<file path="config.mk">
export PLATFORM = sky130hd
export DESIGN_NAME = dcc_clock_control
export DESIGN_NICKNAME = d
export VERILOG_FILES = /design/src/rtl/dcc_pkg.sv /design/src/rtl/dcc_clock_control.sv
export SDC_FILE = /design/constraint.sdc
export NUM_CORES = 1
export LEC_CHECK = 0
export BUFFER_PORTS_ARGS = -buffer_cell sky130_fd_sc_hd__clkbuf_2
export CAP_MARGIN = 20
export CORE_ASPECT_RATIO = 1.4
export CORE_MARGIN = 2
export CORE_UTILIZATION = 30
export DETAILED_ROUTE_END_ITERATION = 12
export GPL_TIMING_DRIVEN = 1
export PLACE_DENSITY = 0.55
export SYNTH_ARGS = -nofsm -noshare
export SYNTH_HDL_FRONTEND = slang
export SYNTH_SLANG_ARGS = --single-unit
</file>
<file path="constraint.sdc">
create_clock -name clk -period 5.85 [get_ports clk]
set_clock_uncertainty 0.15 [all_clocks]
set_input_delay 0.2925 -clock clk [delete_from_list [all_inputs] [get_ports clk]]
set_output_delay 0.2925 -clock clk [all_outputs]
set_load 0.02 [all_outputs]
</file>
<file path="src/rtl/dcc_pkg.sv">
// package of register map, field layout and carriers for the decoder clock control
package dcc_pkg;
   // ===================== register offsets
   localparam logic [7:0] DCC_OFF_PLL    = 8'h00; // analog_pll_control
   localparam logic [7:0] DCC_OFF_SYS    = 8'h04; // system_clock_configuration
   localparam logic [7:0] DCC_OFF_BIT    = 8'h08; // serial_bitrate_divider_cfg
   localparam logic [7:0] DCC_OFF_SPDIF  = 8'h0C; // spdif_divider_cfg
   localparam logic [7:0] DCC_OFF_AUDIO  = 8'h10; // audio_port_configuration
   localparam logic [7:0] DCC_OFF_DBG    = 8'h14; // debug_dac_clock_cfg
   localparam logic [7:0] DCC_OFF_STAT   = 8'h18; // applied settings, read only
   localparam logic [7:0] DCC_OFF_BITEN  = 8'h1C; // bit clock gate enable
   // ===================== field positions
   localparam int DCC_SYS_SLEEP_BIT  = 3;  // sleep gate in system config
   localparam int DCC_AUD_SLAVE_BIT  = 0;  // audio slave mode
   localparam int DCC_AUD_RX_BIT     = 1;  // bit clock received, not sent
   // ===================== constants and reset values
   localparam logic [3:0] DCC_PLL_MULT      = 4'h8;  // crystal multiplier
   localparam logic [2:0] DCC_SYSTEM_DIVIDER_FIELD_MAX    = 3'h4;  // largest divider code (/32)
   localparam logic [7:0] DCC_RST_SYS       = 8'h00; // /2, awake
   localparam logic [7:0] DCC_RST_BIT       = 8'h0F; // bit clock half period - 1
   localparam logic [7:0] DCC_RST_SPDIF     = 8'h0F; // spdif half period - 1
   localparam logic [7:0] DCC_RST_DBG       = 8'h33; // debug and dac halves - 1
   localparam logic [1:0] DCC_RESP_OKAY     = 2'h0;  // axi okay
   localparam logic [1:0] DCC_RESP_SLVERR   = 2'h2;  // axi slave error
   localparam int         DCC_NCH           = 4;     // programmable dividers

   // software configuration carrier
   typedef struct packed {
      logic       crystal_16m_select;     // crystal_16m_select
      logic [7:0] sys;       // system_clock_configuration
      logic [7:0] bitdiv;    // serial_bitrate_divider_cfg
      logic       biten;     // bit clock gate enable
      logic [7:0] spdif;     // spdif_divider_cfg
      logic [1:0] audio;     // audio_port_configuration
      logic [7:0] dbg;       // debug_dac_clock_cfg
   } dcc_cfg_t;

   // averaged rf sample carrier
   typedef struct packed {
      logic       valid;     // one pulse per system clock period
      logic [5:0] data;      // average of the window
   } dcc_rf_t;
endpackage

</file>
<file path="src/rtl/dcc_clock_control.sv">
// decoder clock control: dividers, gating, rf averaging and axi4-lite registers
`timescale 1ns/1ps
module dcc_clock_control (
   input  wire logic              clk,               // master crystal clock domain
   input  wire logic              reset_n,           // async reset, active low
   input  wire logic [7:0]        s_axi_awaddr,      // write address
   input  wire logic              s_axi_awvalid,     // write address valid
   output logic                   s_axi_awready,     // write address ready
   input  wire logic [31:0]       s_axi_wdata,       // write data
   input  wire logic [3:0]        s_axi_wstrb,       // write strobes
   input  wire logic              s_axi_wvalid,      // write data valid
   output logic                   s_axi_wready,      // write data ready
   output logic [1:0]             s_axi_bresp,       // write response
   output logic                   s_axi_bvalid,      // write response valid
   input  wire logic              s_axi_bready,      // write response ready
   input  wire logic [7:0]        s_axi_araddr,      // read address
   input  wire logic              s_axi_arvalid,     // read address valid
   output logic                   s_axi_arready,     // read address ready
   output logic [31:0]            s_axi_rdata,       // read data
   output logic [1:0]             s_axi_rresp,       // read response
   output logic                   s_axi_rvalid,      // read data valid
   input  wire logic              s_axi_rready,      // read data ready
   input  wire logic              bit_clock_in,      // incoming serial bit clock pin
   input  wire logic [5:0]        rf_sample_in,      // rf converter sample
   output logic                   crystal_halve,     // analog pre-divide by two
   output logic [3:0]             pll_multiplier,    // analog multiply factor
   output logic                   rf_sample_clock,   // rf capture enable
   output logic                   system_clock,      // divided system clock
   output logic                   backend_bit_clock, // serial backend clock
   output logic                   bit_clock_out,     // bit clock pin drive
   output logic                   bit_clock_oe,      // bit clock pin enable
   output logic                   spdif_clock,       // spdif domain clock
   output logic                   debug_line_clock,  // debug line clock
   output logic                   external_dac_clock,// external dac clock
   output dcc_pkg::dcc_rf_t       rf_average         // averaged rf sample
);
   import dcc_pkg::*;

   // ===================== register bus
   dcc_cfg_t    cfg_reg, cfg_next;         // software settings
   logic        bvalid_reg, bvalid_next;   // write answer pending
   logic [1:0]  bresp_reg, bresp_next;     // write answer code
   logic        rvalid_reg, rvalid_next;   // read answer pending
   logic [1:0]  rresp_reg, rresp_next;     // read answer code
   logic [31:0] rdata_reg, rdata_next;     // read data
   logic        wr_take;                   // address and data taken together
   logic [7:0]  wd;                        // low write byte
   logic [7:0]  status;                    // applied state view

   assign wr_take       = s_axi_awvalid & s_axi_wvalid & ~bvalid_reg;
   assign s_axi_awready = wr_take;
   assign s_axi_wready  = wr_take;
   assign s_axi_arready = ~rvalid_reg;
   assign s_axi_bvalid  = bvalid_reg;
   assign s_axi_bresp   = bresp_reg;
   assign s_axi_rvalid  = rvalid_reg;
   assign s_axi_rresp   = rresp_reg;
   assign s_axi_rdata   = rdata_reg;
   assign wd            = s_axi_wdata[7:0];

   // write decode and read mux
   always_comb begin
      cfg_next    = cfg_reg;
      bvalid_next = bvalid_reg & ~s_axi_bready;
      bresp_next  = bresp_reg;
      rvalid_next = rvalid_reg & ~s_axi_rready;
      rresp_next  = rresp_reg;
      rdata_next  = rdata_reg;
      if (wr_take) begin
         bvalid_next = 1'b1;
         bresp_next  = DCC_RESP_OKAY;
         if (!s_axi_wstrb[0]) begin
            // no low lane: nothing to store
         end else if (s_axi_awaddr == DCC_OFF_PLL) begin
            cfg_next.crystal_16m_select = wd[0];
         end else if (s_axi_awaddr == DCC_OFF_SYS) begin
            cfg_next.sys = wd;
         end else if (s_axi_awaddr == DCC_OFF_BIT) begin
            cfg_next.bitdiv = wd;
         end else if (s_axi_awaddr == DCC_OFF_BITEN) begin
            cfg_next.biten = wd[0];
         end else if (s_axi_awaddr == DCC_OFF_SPDIF) begin
            cfg_next.spdif = wd;
         end else if (s_axi_awaddr == DCC_OFF_AUDIO) begin
            cfg_next.audio = wd[1:0];
         end else if (s_axi_awaddr == DCC_OFF_DBG) begin
            cfg_next.dbg = wd;
         end else if (s_axi_awaddr == DCC_OFF_STAT) begin
            // read-only: write ignored
         end else begin
            bresp_next = DCC_RESP_SLVERR;
         end
      end
      if (s_axi_arvalid && !rvalid_reg) begin
         rvalid_next = 1'b1;
         rresp_next  = DCC_RESP_OKAY;
         rdata_next  = 32'h0000_0000;
         if (s_axi_araddr == DCC_OFF_PLL) begin
            rdata_next[0] = cfg_reg.crystal_16m_select;
         end else if (s_axi_araddr == DCC_OFF_SYS) begin
            rdata_next[7:0] = cfg_reg.sys;
         end else if (s_axi_araddr == DCC_OFF_BIT) begin
            rdata_next[7:0] = cfg_reg.bitdiv;
         end else if (s_axi_araddr == DCC_OFF_BITEN) begin
            rdata_next[0] = cfg_reg.biten;
         end else if (s_axi_araddr == DCC_OFF_SPDIF) begin
            rdata_next[7:0] = cfg_reg.spdif;
         end else if (s_axi_araddr == DCC_OFF_AUDIO) begin
            rdata_next[1:0] = cfg_reg.audio;
         end else if (s_axi_araddr == DCC_OFF_DBG) begin
            rdata_next[7:0] = cfg_reg.dbg;
         end else if (s_axi_araddr == DCC_OFF_STAT) begin
            rdata_next[7:0] = status;
         end else begin
            rresp_next = DCC_RESP_SLVERR;
         end
      end
   end

   // register the bus state
   always_ff @(posedge clk or negedge reset_n) begin
      if (!reset_n) begin
         cfg_reg    <= '{crystal_16m_select: 1'b0, sys: DCC_RST_SYS, bitdiv: DCC_RST_BIT, biten: 1'b1,
                         spdif: DCC_RST_SPDIF, audio: 2'h0, dbg: DCC_RST_DBG};
         bvalid_reg <= 1'b0;
         bresp_reg  <= DCC_RESP_OKAY;
         rvalid_reg <= 1'b0;
         rresp_reg  <= DCC_RESP_OKAY;
         rdata_reg  <= 32'h0000_0000;
      end else begin
         cfg_reg    <= cfg_next;
         bvalid_reg <= bvalid_next;
         bresp_reg  <= bresp_next;
         rvalid_reg <= rvalid_next;
         rresp_reg  <= rresp_next;
         rdata_reg  <= rdata_next;
      end
   end

   // ===================== analog multiplier controls
   // multiply by eight
   assign pll_multiplier = DCC_PLL_MULT;
   assign crystal_halve  = cfg_reg.crystal_16m_select;

   // ===================== system clock divider
   // divider keeps pll tracking range
   logic [4:0] sys_cnt_reg, sys_cnt_next;   // free running xclk counter
   logic [2:0] sys_sel_reg, sys_sel_next;   // applied divider code
   logic       sleep_reg, sleep_next;       // applied sleep gate
   logic       sclk_reg, sclk_next;         // system clock level
   logic [10:0] acc_reg, acc_next;          // rf window sum
   dcc_rf_t    rf_reg, rf_next;             // averaged sample
   logic       win_end;                     // last xclk of system period
   logic [2:0] req_sel;                     // clipped requested code

   function automatic logic ones_below(input logic [4:0] c, input logic [2:0] s);
      logic r;
      r = 1'b1;
      for (int k = 0; k < 5; k++) begin
         if (k <= int'(s) && !c[k]) begin
            r = 1'b0;
         end
      end
      return r;
   endfunction

   assign req_sel = (cfg_reg.sys[2:0] > DCC_SYSTEM_DIVIDER_FIELD_MAX) ? DCC_SYSTEM_DIVIDER_FIELD_MAX : cfg_reg.sys[2:0];
   assign win_end = ones_below(sys_cnt_reg, sys_sel_reg);

   // system clock, sleep gate and rf averaging
   always_comb begin
      sys_cnt_next = sys_cnt_reg + 5'h01;
      sys_sel_next = sys_sel_reg;
      sleep_next   = sleep_reg;
      if (sys_cnt_reg == 5'h1F) begin
         sys_sel_next = req_sel;
         sleep_next   = cfg_reg.sys[DCC_SYS_SLEEP_BIT];
      end
      // counter bit gives /2 to /32
      sclk_next = sys_cnt_next[sys_sel_next] & ~sleep_next;
      rf_next.valid = win_end;
      rf_next.data  = rf_reg.data;
      if (win_end) begin
         acc_next     = 11'h000;
         rf_next.data = 6'((acc_reg + 11'(rf_sample_in)) >> (sys_sel_reg + 3'h1));
      end else begin
         acc_next = acc_reg + 11'(rf_sample_in);
      end
   end

   // register system clock state
   always_ff @(posedge clk or negedge reset_n) begin
      if (!reset_n) begin
         sys_cnt_reg <= 5'h00;
         sys_sel_reg <= 3'h0;
         sleep_reg   <= 1'b0;
         sclk_reg    <= 1'b0;
         acc_reg     <= 11'h000;
         rf_reg      <= '{valid: 1'b0, data: 6'h00};
      end else begin
         sys_cnt_reg <= sys_cnt_next;
         sys_sel_reg <= sys_sel_next;
         sleep_reg   <= sleep_next;
         sclk_reg    <= sclk_next;
         acc_reg     <= acc_next;
         rf_reg      <= rf_next;
      end
   end

   assign system_clock = sclk_reg;
   assign rf_average   = rf_reg;
   assign rf_sample_clock = reset_n;

   // ===================== programmable dividers
   // channel 0 bit, 1 spdif, 2 debug, 3 dac
   logic [7:0] ch_half [DCC_NCH];   // requested half period - 1
   logic       ch_en   [DCC_NCH];   // requested enable
   logic       ch_out  [DCC_NCH];   // divided clock levels
   logic       ch_app  [DCC_NCH];   // applied enable, for status

   assign ch_half[0] = cfg_reg.bitdiv;
   assign ch_en[0]   = cfg_reg.biten & ~cfg_reg.sys[DCC_SYS_SLEEP_BIT];
   assign ch_half[1] = cfg_reg.spdif;
   assign ch_en[1]   = cfg_reg.audio[DCC_AUD_SLAVE_BIT] & ~cfg_reg.sys[DCC_SYS_SLEEP_BIT];
   assign ch_half[2] = {4'h0, cfg_reg.dbg[3:0]};
   assign ch_en[2]   = ~cfg_reg.sys[DCC_SYS_SLEEP_BIT];
   assign ch_half[3] = {4'h0, cfg_reg.dbg[7:4]};
   assign ch_en[3]   = ~cfg_reg.sys[DCC_SYS_SLEEP_BIT];

   genvar gi;
   generate
      for (gi = 0; gi < DCC_NCH; gi++) begin : g_div
         logic [7:0] cnt_reg, cnt_next;     // half period countdown
         logic [7:0] half_reg, half_next;   // applied half period
         logic       en_reg, en_next;       // applied enable
         logic       out_reg, out_next;     // clock level

         // count halves, reload settings after a high half or while disabled
         always_comb begin
            cnt_next  = cnt_reg - 8'h01;
            half_next = half_reg;
            en_next   = en_reg;
            out_next  = out_reg;
            if (cnt_reg == 8'h00) begin
               if (out_reg || !en_reg) begin
                  // gate and divider change at period end
                  out_next  = 1'b0;
                  half_next = ch_half[gi];
                  en_next   = ch_en[gi];
                  cnt_next  = ch_half[gi];
               end else begin
                  out_next = 1'b1;
                  cnt_next = half_reg;
               end
            end
         end

         // register divider state
         always_ff @(posedge clk or negedge reset_n) begin
            if (!reset_n) begin
               cnt_reg  <= 8'h00;
               half_reg <= 8'h00;
               en_reg   <= 1'b0;
               out_reg  <= 1'b0;
            end else begin
               cnt_reg  <= cnt_next;
               half_reg <= half_next;
               en_reg   <= en_next;
               out_reg  <= out_next;
            end
         end

         assign ch_out[gi] = out_reg;
         assign ch_app[gi] = en_reg;
      end
   endgenerate

   assign spdif_clock        = ch_out[1];
   assign debug_line_clock   = ch_out[2];
   assign external_dac_clock = ch_out[3];

   // ===================== serial bit clock source
   logic [1:0] bin_sync_reg, bin_sync_next;  // incoming bit clock synchroniser
   logic       bclk_reg, bclk_next;          // chosen backend clock
   logic       rx_mode;                      // receive incoming bit clock

   assign rx_mode = cfg_reg.audio[DCC_AUD_RX_BIT];

   // select internal divider or synchronised pin
   always_comb begin
      bin_sync_next = {bin_sync_reg[0], bit_clock_in};
      bclk_next = rx_mode ? bin_sync_reg[1] : ch_out[0];
   end

   // register bit clock source
   always_ff @(posedge clk or negedge reset_n) begin
      if (!reset_n) begin
         bin_sync_reg <= 2'h0;
         bclk_reg     <= 1'b0;
      end else begin
         bin_sync_reg <= bin_sync_next;
         bclk_reg     <= bclk_next;
      end
   end

   // backend and pin share bit clock
   assign backend_bit_clock = bclk_reg;
   assign bit_clock_out     = bclk_reg;
   assign bit_clock_oe      = ~rx_mode;

   // applied state view: sleep, divider code, applied enables
   assign status = {sleep_reg, sys_sel_reg, ch_app[3], ch_app[2], ch_app[1], ch_app[0]};

endmodule // dcc_clock_control

</file>
==> impl_metrics.yaml <==
routing:
  avgRoutedWirePerCell_um: 15.6
  drcViolationCount: 0
  via_count: 5461
  first_pass_iters: 4
  antenna_left: 0
  wl_um: 17500
  viasPerCell: 4.85
  drt_iter0_markers: 195
pwr:
  powerDensity_nw_per_um2: 348
  p_leak_uw: 0.00411
  vdd_drop_max_mv: 0.211
  power_uw: 3120
timing:
  fmax_mhz: 308
  holdWs_ps: 26.6
  maxSlewHeadroom: 0.373
  setup_tns_ps: 0
  fin_crit_ps: 3240
  rsz0062_at_grt: "no"
  min_period_over_period: 0.554
  worstMarginPinSlew_ps: 928
  finalHoldViolations: 0
  maxSlewViolCount: 0
  finalSetupViolations: 0
flow_run:
  drv_cap: 0
floorplanning:
  start_util: 0.304
  boundaryPins: 127
  core_area_um2: 25900
  dieArea_um2: 27600
  die_h_um: 196
  num_rows: 70
  fp.dieW_um: 141
clocking:
  clock_path_buffers: 2
  clkSinkCount: 151
  cts_tree: "done"
  htree_num_levels: 4
  clkTransAtPathRegs_ps: 60
  post-cts-setup-buffer-count: 0
  cts_made_buffers: 17
  insertion_delay_ps: 430
  root_buffer: "clkbuf_16"
global_route:
  gr-total-overflow: 0
  grt_pass1_vias: 5451
  track_usage: 0.133
  grt_pass1_wl_um: 28800
  grt_max_degree: 89
  antenna_found_initial: 1
synthesis:
  async_flop_share: 1.00
  synth_edf_count: 0
  synth.avg_cell_area_um2: 10.9
  synth_seq_cells: 151
  synth_area_um2: 7870
  yosysSeqAreaShare: 0.482
  synth-warning-count: 0
  synthFlopType: "dfrtp_1"
  synth_cell_type_count: 77
  netlist_instances: 724
setup_path:
  path_buf_inv: 1
  cp_slowest_cell: "dfrtp_1"
  max_stage_delay_ps: 910
  path_max_fanout: 23
  critPathKind: "register to register"
  start_kind: "register"
  path_delay_family: "flip-flops"
  arrival_ps: 3440
  required_ps: 6040
  path_cells: "inv_1 > ha_1 > nor2_1 > o21ai_0 > o211ai_2 > or3_1 > a21oi_1"
  end_kind: "register"
place:
  hpwl_um: 12700
  place_area_um2: 8340
  port_buffers: 69
  gp_congestion: 0.820
cells_and_area:
  fin_nets: 869
  diodes: 0
  areaGrowthSynthToFinish_pct: 13.9
  post-route-util: 0.346
  largest_reg_flops: 35
  layout_common_cells: "dfrtp_1, mux2_2, clkbuf_2"
  fin_area_um2: 8970
  final_common_cell: "dfrtp_1"
  layout-drive-gt1-share: 0.266
hold_path:
  hold_class: "primary input to register"
status:
  outcome: "finished clean"
[path summary, 6_finish.rpt]
kind,from,to,slack [ps],cells after the start
worst max-delay path,sys_sel_reg[0],rf_average[5],2610,7
worst min register to register,bin_sync_reg[0],bin_sync_reg[1],200,0
min in group asynchronous,reset_n,g_div[3].half_reg[6],360,2
max in group asynchronous,reset_n,rf_average[5],3820,3
worst max register to register,sys_sel_reg[0],rf_average[5],2610,7
worst min-delay path,s_axi_wdata[5],cfg_reg[24],30,2
[synthesized netlist by cell type (all sizes together) (5+ instances only)]
library cell	number	area [µm²]
clkbuf	18	97.6
xnor2	11	96.3
inv	22	82.6
and3	5	31.3
nand2b	10	65.1
a21oi	31	155
nand2	57	214
ha	14	175
buf	45	333
nor2	47	181
a31oi	11	68.8
and2	11	68.8
a221oi	7	61.3
nand3b	6	48.8
mux2	75	845
xor2	13	114
dfrtp	138	3450
a211oi	9	67.6
dfstp	13	342
a22o	7	61.3
a21o	7	52.6
o21ai	31	155
nand3	10	55.1
nor2b	12	75.1
or3	5	36.3
mux2i	28	280
nor3	23	115
[stage by stage]
step,setup slack (ps),std cells
2_1_floorplan,3300,752
3_5_place_dp,2690,1087
5_1_grt,2420,1125
3_3_place_gp,2670,1087
4_1_cts,2640,1125
6_report,2610,1125
[kinds of logic after synthesis]
group / count (synthesis) / share of synthesized area
AO/OA/AOI/OAI: 139 / 0.120
multiplexers: 104 / 0.146
flip-flops: 151 / 0.482
other: 2 / 0.000954
adder cells (fa/ha/maj): 15 / 0.0248
AND/OR/NAND/NOR: 203 / 0.134
XOR/XNOR: 24 / 0.0267
buffers and inverters: 86 / 0.0663
[power breakdown]
group          internal [µW]  total [µW]  switching (µW)
clock network            624        1060             433
logic                    306         711             406
registers               1210        1350             141
[area by class of cell]
class                           count  area (µm²)
Tap cell                          324         405
Fill cell                        2638       17000
Sequential cell                   151        3790
Timing Repair Buffer               81         457
Multi-Input combinational cell    515        3660
Clock inverter                     13         130
Inverter                           22        82.6
Clock buffer                       19         433
[per-layer routing]
layer,up-vias,wire length [µm],global-route usage
li1,2658,-,-
met1,2656,7970,0.168
met2,126,8600,0.224
met3,19,675,0.0278
met4,2,254,0.0467
met5,-,12,0
[worst register-to-register path, delay by kind of cell (launching register included)]
family	cells	cell delay [ps]
AO/OA/AOI/OAI	3	480
buffers and inverters	1	330
AND/OR/NAND/NOR	2	520
adder cells (fa/ha/maj)	1	780
flip-flops	1	910
[timing repair]
| action | in CTS | in global routing |
|---|---|---|
| gates resized for setup | 0 | 0 |
| hold endpoints to repair | 86 | 0 |
| hold buffers | 6 | 0 |
(Power assumes the default switching activity.)
